===== config.mk =====
export PLATFORM = sky130hd
export DESIGN_NAME = sspc_top
export DESIGN_NICKNAME = d
export VERILOG_FILES = /design/src/hw/sspc_pkg.sv /design/src/hw/sspc_sync.sv /design/src/hw/sspc_top.sv
export VERILOG_INCLUDE_DIRS = /design/src /design/src/hw
export SDC_FILE = /design/constraint.sdc
export NUM_CORES = 1
export LEC_CHECK = 0
export ABC_AREA = 1
export BUFFER_PORTS_ARGS = -buffer_cell sky130_fd_sc_hd__buf_2
export CELL_PAD_IN_SITES_DETAIL_PLACEMENT = 1
export CELL_PAD_IN_SITES_GLOBAL_PLACEMENT = 1
export CORE_MARGIN = 5
export CORE_UTILIZATION = 40
export CTS_BUF_LIST = sky130_fd_sc_hd__clkbuf_16
export DETAILED_ROUTE_END_ITERATION = 16
export GPL_TIMING_DRIVEN = 1
export PLACE_DENSITY_LB_ADDON = 0.05
export SLEW_MARGIN = 40
export SYNTH_ARGS = -nofsm -noshare
export SYNTH_HDL_FRONTEND = slang
export SYNTH_SLANG_ARGS = --single-unit

===== constraint.sdc =====
create_clock -name CLK_SYS -period 2.98 [get_ports CLK_SYS]
set_input_delay 0.298 -clock CLK_SYS [delete_from_list [all_inputs] [get_ports CLK_SYS]]
set_output_delay 0.298 -clock CLK_SYS [all_outputs]
set_load 0.01 [all_outputs]

===== src/hw/sspc_map.svh =====
// Notes on behaviour
// - Data output holds last shifted bit after transfer.
// - Permitted write of level drives idle output.
// - Level write ignored unless protect bit zero.
// - Protect bit always reads back as one.
// - Clock select zero port, one serial clock.
// - Select 00 port, 01 chip-select input.
// - Select 10 input idle, low in transfer.
// - Select 11 high idle, low in transfer.
// - Slave mode forces chip-select pin to input.
// - Master with clock select one drives clock; conflict clears master bit.
`ifndef SSPC_MAP_SVH
`define SSPC_MAP_SVH
`define SSPC_ADDR_CTRL_H 4'h0
`define SSPC_ADDR_STATUS 4'h4
`define SSPC_ADDR_TRANSFER 4'h8
`define SSPC_BIT_MSS 7
`define SSPC_BIT_BIDIR 6
`define SSPC_BIT_LEVEL 4
`define SSPC_BIT_PROT 3
`define SSPC_BIT_CKS 2
`define SSPC_BIT_CS_HI 1
`define SSPC_BIT_CS_LO 0
`define SSPC_BIT_CONFLICT 0
`define SSPC_CTRL_RESET 8'h08
`define SSPC_CS_PORT 2'h0
`define SSPC_CS_IN 2'h1
`define SSPC_CS_AUTO_IO 2'h2
`define SSPC_CS_AUTO_OUT 2'h3
`define SSPC_DIV_DEFAULT 8
`endif


===== src/hw/sspc_pkg.sv =====
package sspc_pkg;
  // Output and output enable of a two-way pin.
  typedef struct packed {
    logic o;
    logic oe;
  } sspc_pin_drive_t;
  // Transfer sequencer states.
  typedef enum logic [1:0] {
    SSPC_IDLE,
    SSPC_SHIFT,
    SSPC_DONE
  } sspc_state_t;
endpackage : sspc_pkg


===== src/hw/sspc_sync.sv =====
`timescale 1ns/10ps
// Two-flop synchroniser for pin inputs; the first stage feeds only the second.
module sspc_sync
  import sspc_pkg::*;
#(
  parameter int WIDTH = 3
) (
  // Clock and reset.
  input wire logic clk,
  input wire logic rst,
  // Asynchronous input and its synchronised copy.
  input wire logic [WIDTH-1:0] async_in,
  output logic [WIDTH-1:0] sync_out
);
  logic [WIDTH-1:0] stage1; // First stage, read only by the second.

  // Each bit is caught twice to settle metastability.
  always_ff @(posedge clk or posedge rst) begin
    if (rst) begin
      stage1 <= '0;
      sync_out <= '0;
    end else begin
      stage1 <= async_in;
      sync_out <= stage1;
    end
  end
endmodule : sspc_sync


===== src/hw/sspc_top.sv =====
`timescale 1ns/10ps
`include "sspc_map.svh"
// Pin control for a synchronous serial unit: idle data level, clock pin
// and chip-select pin functions. A minimal master shifter drives transfers
// so the pin behaviour has something to follow.
module sspc_top
  import sspc_pkg::*;
#(
  parameter int DIV = `SSPC_DIV_DEFAULT
) (
  // System clock and reset.
  input wire logic CLK_SYS,
  input wire logic SYS_RST,
  // Wishbone classic slave.
  input wire logic WB_CYC,
  input wire logic WB_STB,
  input wire logic WB_WE,
  input wire logic [3:0] WB_ADR,
  input wire logic [3:0] WB_SEL,
  input wire logic [31:0] WB_DAT_I,
  output logic [31:0] WB_DAT_O,
  output logic WB_ACK,
  // Serial clock pin.
  input wire logic SERIAL_CLOCK_PIN_I,
  output logic SERIAL_CLOCK_PIN_O,
  output logic SERIAL_CLOCK_PIN_OE,
  // Chip-select pin.
  input wire logic CHIP_SELECT_PIN_I,
  output logic CHIP_SELECT_PIN_O,
  output logic CHIP_SELECT_PIN_OE,
  // Serial data output pin.
  output logic SERIAL_DATA_OUT_PIN,
  // Conflict-error input from the peer watch logic.
  input wire logic CONFLICT_ERR_I
);
  ////////////////////////////////////////////////////////////////////////////
  // Control register fields.
  logic master_slave_select; // 1 master, 0 slave.
  logic bidir_mode; // Stored only.
  logic data_out_level; // Programmed idle level.
  logic clock_pin_select; // 1 serial clock function.
  logic [1:0] chip_select_func; // Chip-select pin function.
  logic level_load; // Pulses when a permitted level write lands.
  logic conflict_flag; // Sticky conflict status.
  logic [7:0] tx_byte; // Byte to shift.
  logic start_req; // Transfer start pulse.
  logic [2:0] pins_sync; // Synchronised pin inputs.
  logic cs_in_sync; // Synchronised chip-select input.
  logic sck_in_sync; // Synchronised clock input, visible as a port.
  logic conflict_sync; // Synchronised conflict input.
  logic conflict_prev; // Edge detect of conflict.
  logic wb_req; // Fresh bus request.
  sspc_state_t state; // Sequencer state.
  logic [2:0] bit_cnt; // Bits remaining after the current one.
  logic [$clog2(DIV)-1:0] div_cnt; // Half-period divider.
  logic tick; // Half-period enable pulse.
  logic sck_phase; // Serial clock level during transfer.
  logic [7:0] shift; // Shift register.
  logic busy; // Transfer in progress.
  logic [7:0] ctrl_rd; // Read view of control.

  assign wb_req = WB_CYC && WB_STB && !WB_ACK;
  assign busy = (state != SSPC_IDLE);
  assign cs_in_sync = pins_sync[0];
  assign sck_in_sync = pins_sync[1];
  assign conflict_sync = pins_sync[2];
  assign tick = (div_cnt == '0);

  // Pins from outside pass two flops before use.
  sspc_sync #(.WIDTH(3)) u_sync (
    .clk(CLK_SYS),
    .rst(SYS_RST),
    .async_in({CONFLICT_ERR_I, SERIAL_CLOCK_PIN_I, CHIP_SELECT_PIN_I}),
    .sync_out(pins_sync)
  );

  ////////////////////////////////////////////////////////////////////////////
  // Control register writes; protect bit is write-only in effect.
  always_ff @(posedge CLK_SYS or posedge SYS_RST) begin
    if (SYS_RST) begin
      master_slave_select <= 1'b0;
      bidir_mode <= 1'b0;
      data_out_level <= 1'b0;
      clock_pin_select <= 1'b0;
      chip_select_func <= `SSPC_CS_PORT;
      level_load <= 1'b0;
    end else begin
      level_load <= 1'b0;
      if (wb_req && WB_WE && WB_SEL[0] && WB_ADR == `SSPC_ADDR_CTRL_H) begin
        master_slave_select <= WB_DAT_I[`SSPC_BIT_MSS];
        bidir_mode <= WB_DAT_I[`SSPC_BIT_BIDIR];
        clock_pin_select <= WB_DAT_I[`SSPC_BIT_CKS];
        chip_select_func <= WB_DAT_I[`SSPC_BIT_CS_HI:`SSPC_BIT_CS_LO];
        // Level changes only when the same write clears the protect bit.
        if (!WB_DAT_I[`SSPC_BIT_PROT]) begin
          data_out_level <= WB_DAT_I[`SSPC_BIT_LEVEL];
          level_load <= 1'b1;
        end
      end
      // A conflict edge beats the write and drops to slave.
      if (conflict_sync && !conflict_prev) begin
        master_slave_select <= 1'b0;
      end
    end
  end

  // Conflict status: set wins over the clear write.
  always_ff @(posedge CLK_SYS or posedge SYS_RST) begin
    if (SYS_RST) begin
      conflict_prev <= 1'b0;
      conflict_flag <= 1'b0;
    end else begin
      conflict_prev <= conflict_sync;
      if (conflict_sync && !conflict_prev) begin
        conflict_flag <= 1'b1;
      end else if (wb_req && WB_WE && WB_SEL[0] && WB_ADR == `SSPC_ADDR_STATUS) begin
        conflict_flag <= conflict_flag & WB_DAT_I[`SSPC_BIT_CONFLICT];
      end
    end
  end

  // Transfer data register; a write in master mode while idle starts a transfer.
  always_ff @(posedge CLK_SYS or posedge SYS_RST) begin
    if (SYS_RST) begin
      tx_byte <= 8'h00;
      start_req <= 1'b0;
    end else begin
      start_req <= 1'b0;
      if (wb_req && WB_WE && WB_SEL[0] && WB_ADR == `SSPC_ADDR_TRANSFER) begin
        tx_byte <= WB_DAT_I[7:0];
        start_req <= master_slave_select && !busy;
      end
    end
  end

  ////////////////////////////////////////////////////////////////////////////
  // Bus answer: ack one cycle after the request, registered read data.
  assign ctrl_rd = {master_slave_select, bidir_mode, 1'b0, data_out_level,
                    1'b1, clock_pin_select, chip_select_func};
  always_ff @(posedge CLK_SYS or posedge SYS_RST) begin
    if (SYS_RST) begin
      WB_ACK <= 1'b0;
      WB_DAT_O <= 32'h0000_0000;
    end else begin
      WB_ACK <= wb_req;
      WB_DAT_O <= 32'h0000_0000;
      if (wb_req && !WB_WE) begin
        unique case (WB_ADR)
          `SSPC_ADDR_CTRL_H: WB_DAT_O <= {24'h000000, ctrl_rd};
          `SSPC_ADDR_STATUS: WB_DAT_O <= {28'h0, cs_in_sync, sck_in_sync, busy, conflict_flag};
          `SSPC_ADDR_TRANSFER: WB_DAT_O <= {24'h000000, tx_byte};
          default: WB_DAT_O <= 32'h0000_0000; // Unmapped reads as zero.
        endcase
      end
    end
  end

  ////////////////////////////////////////////////////////////////////////////
  // Clock divider; restarts at each transfer start.
  always_ff @(posedge CLK_SYS or posedge SYS_RST) begin
    if (SYS_RST) begin
      div_cnt <= '0;
    end else if (start_req || tick) begin
      div_cnt <= ($clog2(DIV))'(DIV - 1);
    end else begin
      div_cnt <= div_cnt - 1'b1;
    end
  end

  // Sequencer: eight bits, MSB first, clock idles high.
  always_ff @(posedge CLK_SYS or posedge SYS_RST) begin
    if (SYS_RST) begin
      state <= SSPC_IDLE;
      bit_cnt <= 3'h0;
      sck_phase <= 1'b1;
      shift <= 8'h00;
    end else begin
      unique case (state)
        SSPC_IDLE: begin
          sck_phase <= 1'b1;
          if (start_req) begin
            shift <= tx_byte;
            bit_cnt <= 3'h7;
            state <= SSPC_SHIFT;
          end
        end
        SSPC_SHIFT: begin
          if (tick) begin
            sck_phase <= !sck_phase;
            if (!sck_phase) begin
              if (bit_cnt == 3'h0) begin
                state <= SSPC_DONE;
              end else begin
                bit_cnt <= bit_cnt - 1'b1;
                shift <= {shift[6:0], 1'b0};
              end
            end
          end
        end
        SSPC_DONE: begin
          sck_phase <= 1'b1;
          state <= SSPC_IDLE;
        end
      endcase
    end
  end

  // Data pin: bit during shift, holds last bit after, programmed level on load.
  always_ff @(posedge CLK_SYS or posedge SYS_RST) begin
    if (SYS_RST) begin
      SERIAL_DATA_OUT_PIN <= 1'b0;
    end else if (state == SSPC_SHIFT) begin
      SERIAL_DATA_OUT_PIN <= shift[7];
    end else if (level_load) begin
      SERIAL_DATA_OUT_PIN <= data_out_level;
    end
    // Otherwise the last shifted bit stays until a permitted level write.
  end

  // Clock pin: driven only in serial-clock function and master mode.
  always_ff @(posedge CLK_SYS or posedge SYS_RST) begin
    if (SYS_RST) begin
      SERIAL_CLOCK_PIN_O <= 1'b1;
      SERIAL_CLOCK_PIN_OE <= 1'b0;
    end else begin
      SERIAL_CLOCK_PIN_O <= sck_phase;
      SERIAL_CLOCK_PIN_OE <= clock_pin_select && master_slave_select;
    end
  end

  // Chip-select pin; slave mode forces input whatever the field says.
  always_ff @(posedge CLK_SYS or posedge SYS_RST) begin
    if (SYS_RST) begin
      CHIP_SELECT_PIN_O <= 1'b1;
      CHIP_SELECT_PIN_OE <= 1'b0;
    end else if (!master_slave_select) begin
      CHIP_SELECT_PIN_O <= 1'b1;
      CHIP_SELECT_PIN_OE <= 1'b0;
    end else begin
      unique case (chip_select_func)
        `SSPC_CS_PORT, `SSPC_CS_IN: begin
          CHIP_SELECT_PIN_O <= 1'b1;
          CHIP_SELECT_PIN_OE <= 1'b0;
        end
        `SSPC_CS_AUTO_IO: begin
          CHIP_SELECT_PIN_O <= 1'b0;
          CHIP_SELECT_PIN_OE <= busy;
        end
        `SSPC_CS_AUTO_OUT: begin
          CHIP_SELECT_PIN_O <= !busy;
          CHIP_SELECT_PIN_OE <= 1'b1;
        end
      endcase
    end
  end

  ////////////////////////////////////////////////////////////////////////////
  // Checks.
  a_level_write: assert property (@(posedge CLK_SYS) disable iff (SYS_RST)
    (wb_req && WB_WE && WB_SEL[0] && WB_ADR == `SSPC_ADDR_CTRL_H && WB_DAT_I[`SSPC_BIT_PROT])
    |=> $stable(data_out_level)) else $error("protected level changed");
  a_level_drive: assert property (@(posedge CLK_SYS) disable iff (SYS_RST)
    (level_load && state != SSPC_SHIFT) |=> SERIAL_DATA_OUT_PIN == $past(data_out_level))
    else $error("idle level not driven");
  a_level_hold: assert property (@(posedge CLK_SYS) disable iff (SYS_RST)
    (state == SSPC_IDLE && !level_load) |=> $stable(SERIAL_DATA_OUT_PIN))
    else $error("idle data changed");
  a_prot_read: assert property (@(posedge CLK_SYS) disable iff (SYS_RST)
    (wb_req && !WB_WE && WB_ADR == `SSPC_ADDR_CTRL_H) |=> WB_DAT_O[`SSPC_BIT_PROT])
    else $error("protect bit read zero");
  a_clock_port: assert property (@(posedge CLK_SYS) disable iff (SYS_RST)
    !clock_pin_select |=> !SERIAL_CLOCK_PIN_OE) else $error("clock pin driven as port");
  a_cs_slave: assert property (@(posedge CLK_SYS) disable iff (SYS_RST)
    !master_slave_select |=> !CHIP_SELECT_PIN_OE) else $error("slave drives select");
  a_cs_input: assert property (@(posedge CLK_SYS) disable iff (SYS_RST)
    (chip_select_func == `SSPC_CS_IN) |=> !CHIP_SELECT_PIN_OE) else $error("input drives");
  a_cs_autoio: assert property (@(posedge CLK_SYS) disable iff (SYS_RST)
    (master_slave_select && chip_select_func == `SSPC_CS_AUTO_IO)
    |=> CHIP_SELECT_PIN_OE == $past(busy) && !CHIP_SELECT_PIN_O) else $error("auto io wrong");
  a_cs_autoout: assert property (@(posedge CLK_SYS) disable iff (SYS_RST)
    (master_slave_select && chip_select_func == `SSPC_CS_AUTO_OUT)
    |=> CHIP_SELECT_PIN_OE && CHIP_SELECT_PIN_O == !$past(busy)) else $error("auto out wrong");
  a_conflict_slave: assert property (@(posedge CLK_SYS) disable iff (SYS_RST)
    (conflict_sync && !conflict_prev) |=> !master_slave_select && conflict_flag)
    else $error("conflict kept master");
  c_transfer: cover property (@(posedge CLK_SYS) disable iff (SYS_RST)
    state == SSPC_SHIFT ##[1:300] state == SSPC_DONE);
  c_level_load: cover property (@(posedge CLK_SYS) disable iff (SYS_RST) level_load);
  c_auto_out: cover property (@(posedge CLK_SYS) disable iff (SYS_RST)
    CHIP_SELECT_PIN_OE && !CHIP_SELECT_PIN_O);
endmodule : sspc_top

# [Word level (Yosys, flattened, before mapping)]
# Cells that the tools add are included.
[word_totals] ff_bits=79 in_bits=48 out_inout_bits=38 word_cells=105
[classes] add_sub_neg=2 eq_ne=12 muxes=33 bitwise=2 reduce_logical=32
[ops] cell="8-bit 2-to-1 mux" n=5
[ops] cell="8-bit case mux with 3 select lines" n=1
[ops] cell="8-bit case mux with 2 select lines" n=1
[ops] cell="3-bit 2-to-1 mux" n=5
[ops] cell="1-bit 2-to-1 mux" n=12
[ops] cell="1-bit logical AND" n=11
[ops] cell="2-bit inequality test, second input constant" n=5
[ops] cell="2-bit nonzero test" n=5
[ops] cell="2-bit 2-to-1 mux" n=4
[ops] cell="2-bit == test, second input constant" n=3
[ops] cell="3-bit zero test" n=2
[ops] cell="1-bit case mux with 3 select lines" n=2
[ops] cell="2-bit case mux with 3 select lines" n=1
[ops] cell="3-bit case mux with 2 select lines" n=1
[ops] cell="3-bit by 1-bit subtractor with 3-bit output, second input constant" n=2
[ops] cell="1-bit zero test" n=5
[ops] cell="5-bit AND reduction" n=1
[ops] cell="2-bit by 1-bit == test with 1-bit output, second input constant" n=2
[ops] cell="4-bit by 3-bit == test with 1-bit output, second input constant" n=1
[ops] cell="4-bit == test, second input constant" n=1
[ops] cell="2-bit zero test" n=2
[ops] cell="4-bit zero test" n=1
[ops] cell="4-bit AND reduction" n=1
[ops] cell="2-bit OR reduction" n=2
[ops] cell="other kinds (5)" n=5

# [Logic depth before layout (Yosys ltp)]
[logic_depth] depth_word=7 ltp_mapped=10 depth_no_buf=9

# [Cells and area by module]
# A second synthesis with hierarchy kept.
[hier_totals] hier_cells=310 area_unflattened_um2=2780.2
[modules_own_cells] mod="sspc_top" instances=1 cells_each=303 area_per_inst_um2=2626.3 seq_area_each_um2=1229.9
[modules_own_cells] mod="sspc_sync" instances=1 cells_each=7 area_per_inst_um2=153.9 seq_area_each_um2=150.1

# [Worst setup path after synthesis]
# Ideal clock, no wire load.
[synth_timing] kind="register to register" startpoint="register state[0]" endpoint="register bit_cnt[0]" setup_ns=0.117 arrival_ns=1.285 t_required_ns=2.863 path_slack_ns=1.578 path_stages_with_launch=10 n_path_buf=1 period_less_slack_ns=1.402 cell_sequence="dfrtp_1 inv_1 ha_1 inv_1 nor2_1 nor2_4 nand3_2 buf_6 nand2_1 nand2_1"
[synth_via] elab_chain_cells=3 elab_cells_between_ends=9 classes_between="eq/ne: 5; mux: 1; reduce/logical: 3"
[synth_rtl] element="from (decl)" line_no="sspc_top.sv:53" text="sspc_state_t state;"
[synth_rtl] element="from (signal assigned)" line_no="sspc_top.sv:173" text="state <= SSPC_IDLE;"
[synth_rtl] element="from (signal assigned)" line_no="sspc_top.sv:184" text="state <= SSPC_SHIFT;"
[synth_rtl] element="from (signal assigned)" line_no="sspc_top.sv:192" text="state <= SSPC_DONE;"
[synth_rtl] element="2-bit by 1-bit == test with 1-bit output or 2-bit zero test (tied branches)" line_no="sspc_top.sv:178" text="unique case (state)"
[synth_rtl] element="2-bit inequality test (no line) or 2-bit nonzero test (tied branches)"
[synth_rtl] element="5-bit AND reduction (no line)"
[synth_rtl] element="to (signal assigned)" line_no="sspc_top.sv:194" text="bit_cnt <= bit_cnt - 1'b1;"
[synth_rtl] element="to (decl)" line_no="sspc_top.sv:54" text="logic [2:0] bit_cnt;"
# Parallel ways exist; a longest one is shown, timed or not.
# A chain may end at the register's enable or synchronous reset.

# [Worst setup path in the final report]
[layout_timing] startpoint="register state[1]" endpoint="register shift[6]"
[layout_via] elab_chain_cells=3 elab_cells_between_ends=9 classes_between="eq/ne: 5; mux: 1; reduce/logical: 3"
[layout_rtl] element="2-bit by 1-bit == test with 1-bit output or 2-bit zero test (tied branches)" line_no="sspc_top.sv:178"
[layout_rtl] element="2-bit inequality test (no line) or 2-bit nonzero test (tied branches)"
[layout_rtl] element="5-bit AND reduction (no line)"
[layout_rtl] element="to (signal assigned)" line_no="sspc_top.sv:182" text="shift <= tx_byte;"
[layout_rtl] element="to (signal assigned)" line_no="sspc_top.sv:195" text="shift <= {shift[6:0], 1'b0};"
[layout_rtl] element="to (decl)" line_no="sspc_top.sv:58" text="logic [7:0] shift;"
# Parallel ways exist; a longest one is shown, timed or not.

==> flow_summary.ini <==
[outcome]
outcome = finished clean

[critical_path]
critPathBufInv = 2
crit_path_end_kind = register
slowest_delay_ns = 0.48
crit_path_max_fanout = 12
worst_ep_required_time_ns = 3.16
worstSetupPathType = reg -> reg
crit_family = simple AND/OR/NAND/NOR gates
critPathSlowestCell = o21ai_2
critPathMostFrequentCell = nand2_1
crit_path_start_kind = register
arrival_ns = 2.32
crit_chain = inv_1 -> ha_1 -> buf_4 -> o21ai_2 -> nand3_2 -> nand2_1 -> nand2_1

[sta]
drv_slew = 0
worstMarginPinSlew_ns = 0.6293
fin_crit_sh_pct = 72.00
setup_tns_ns = 0
hold_viol_final = 0
clock.fmax_mhz = 466.0
rsz0062_at_grt = no
maxSlewHeadroom_pct = 57.89
layout_min_cycle_time_ns = 2.146
setup_viol = 0
worst_clock_skew_ns = 0.007075

[pwr]
comb_power_share_pct = 28.6
vdd_drop_max_v = 0.0002499
p_leak_nw = 1.699
p_sw_share_pct = 35.11
seqPwrFrac_pct = 42.0
p_int_mw = 1.453
powerDensity_mw_per_mm2 = 746.9
p_sw_uw = 786.5
p_clk_share_pct = 29.4

[logic_synthesis]
syn-instance-count = 315
yosys_register_bits = 55
synth_cell_types = 24
synth_area_mm2 = 0.002705
yosys_warnings = 0
seq_area_frac_synth_pct = 51.02
synth_area_per_cell_um2 = 8.588

[clock_tree]
cts_made_buffers = 5
htree_num_levels = 2
clock_sink_count = 55
postCtsSetupBuffers = 0
clk_pin_slew_ns = 0.07
postCtsHoldBufs = 0
cts_root_buffer = clkbuf_16
cts.repair.resized = 0
cts_tree = yes
insertion_delay_ns = 0.29
clk_path_buf_depth = 2

[floorplanning]
core_area_mm2 = 0.006681
die_w_um = 92.24
fp.dieH_um = 92.24
rows = 30
dieArea_mm2 = 0.008507
ioPinCount = 86
start_util_pct = 40.49

[global_routing]
grt_overflow = 0
grt_usage_pct = 14.96
grt_max_degree = 29
grtUsageMet1_pct = 19.19
grt_pass1_wl_mm = 10.34
gr-usage-met3_pct = 3.445
grt_pass1_vias = 2159
antenna_found_initial = 0
met2_usage_pct = 25.67
busiest_layer = met2

[placement]
routabilityCongestion = 0.7203
dp_cells = 422
hpwlAfterDp_mm = 4.337
placed_area_mm2 = 0.002835
portBuffers = 34

[detailed_routing]
drtIter0Drc = 65
routedWlPerCell_um = 13.76
vias = 2046
firstDrtPassIters = 4
routed_wl_mm = 5.916
routed_via_density = 4.758
drc = 0
ant_nets = 0

[finish]
fin_area_mm2 = 0.002999
drive_gt1_share_pct = 17.43
syn2layout_area_growth_pct = 10.87
nFillCells = 844
utilization_pct = 44.89
finalNonFillerCells = 430
nets = 405
antenna_cells = 0

[worst_hold_path]
hp-class = in -> async

[job]
drv_cap = 0
final cells by class:
type / instances / area, um2 / area share [%]
sequential: 55 / 1380 / 46.02
multi-input combinational: 215 / 1027 / 34.25
timing repair buffer: 38 / 200.2 / 6.675
inverter: 34 / 127.6 / 4.255
clock buffer: 5 / 125.1 / 4.172
tap: 80 / 100.1 / 3.338
clock inverter: 3 / 38.79 / 1.293
sequential cells by signal, indices dropped and copies added (netlist names), 2 cells and up:
register          flops
shift                 8
bit_cnt               3
tx_byte               8
WB_DAT_O              8
state                 2
div_cnt               3
u_sync.stage1         3
u_sync.sync_out       3
chip_select_func      2
power groups by stage:
stage          logic (mW)  clock network [mW]  registers, mW
6_report            0.640               0.659          0.941
5_1_grt             0.750               0.708          0.956
4_1_cts             0.654               0.676          0.943
3_5_place_dp        0.650                   0          0.957
3_3_place_gp        0.638                   0          0.951
2_1_floorplan       0.570                   0          0.944
cell usage in the layout, fill, tap and decap left out, drive strengths merged:
master  count
ha          8
inv        34
o31ai       1
conb       24
o21bai      1
o21ai       8
clkinv      2
nand4      15
nor2       16
clkbuf      5
o211ai      1
dfrtp      52
xnor2       1
bufinv      1
nand2     108
nand3      27
buf        38
a21oi       5
dfstp       3
Yosys cell counts:
| master | count | area, um2 |
|---|---|---|
| nand3_1 | 26 | 130.1 |
| buf_2 | 4 | 20.02 |
| nor2_4 | 3 | 33.78 |
| o21bai_1 | 1 | 7.510 |
| conb_1 | 1 | 3.750 |
| nand2_2 | 3 | 18.77 |
| dfstp_2 | 3 | 78.83 |
| buf_4 | 27 | 202.7 |
| o21ai_0 | 4 | 20.02 |
| nand3_2 | 1 | 10.01 |
| xnor2_1 | 1 | 8.760 |
| nand2_1 | 105 | 394.1 |
| inv_1 | 32 | 120.1 |
| o31ai_1 | 1 | 7.510 |
| a21oi_1 | 5 | 25.02 |
| o21ai_1 | 1 | 5.000 |
| nor2_1 | 13 | 48.80 |
| o211ai_1 | 1 | 7.510 |
| inv_2 | 2 | 7.510 |
| nand4_1 | 15 | 93.84 |
| ha_1 | 8 | 100.1 |
| o21ai_2 | 3 | 26.28 |
| dfrtp_1 | 52 | 1301 |
| buf_6 | 3 | 33.78 |
layer usage:
metal	vias up	share of wire [%]
met5	-	0
li1	1011	-
met3	2	3.9
met4	0	0.49
met2	39	50
met1	994	46
kinds of logic (layout without fill, tap and decap cells):
| group | after synthesis | in the layout | share of synthesized area [%] |
|---|---|---|---|
| flip-flops | 55 | 55 | 51.02 |
| AO/OA/AOI/OAI | 16 | 16 | 3.654 |
| XOR/XNOR | 1 | 1 | 0.3238 |
| AND/OR/NAND/NOR | 166 | 166 | 26.97 |
| other | 1 | 24 | 0.1386 |
| buffers and inverters | 68 | 80 | 14.20 |
| adder cells (fa/ha/maj) | 8 | 8 | 3.700 |
stage by stage:
step | total power, mW | hold WS [ns] | setup slack (ns)
finish | 2.240 | 0.07465 | 0.8343
global route | 2.415 | 0.1061 | 0.6047
CTS | 2.273 | 0.1052 | 0.7797
detailed placement | 1.607 | 0.3449 | 0.7910
global placement | 1.589 | 0.3363 | 0.8162
floorplan | 1.514 | 0.3294 | 1.344
final timing paths:
kind                       slack (ns)  cells past startpoint                           end                       start
setup reg to reg                 0.83                      7          shift[6]$_DFFE_PP0P_        state[1]$_DFFE_PP0P_
min in group CLK_SYS             0.11                      1    u_sync.stage1[2]$_DFF_PP0_              CONFLICT_ERR_I
hold / removal                   0.07                      2              WB_ACK$_DFF_PP0_                     SYS_RST
hold reg to reg                  0.35                      0  u_sync.sync_out[1]$_DFF_PP0_  u_sync.stage1[1]$_DFF_PP0_
setup / recovery                 0.83                      7          shift[6]$_DFFE_PP0P_        state[1]$_DFFE_PP0P_
max in group asynchronous        2.24                      3        tx_byte[6]$_DFFE_PP0P_                     SYS_RST
(Power assumes the default switching activity.)
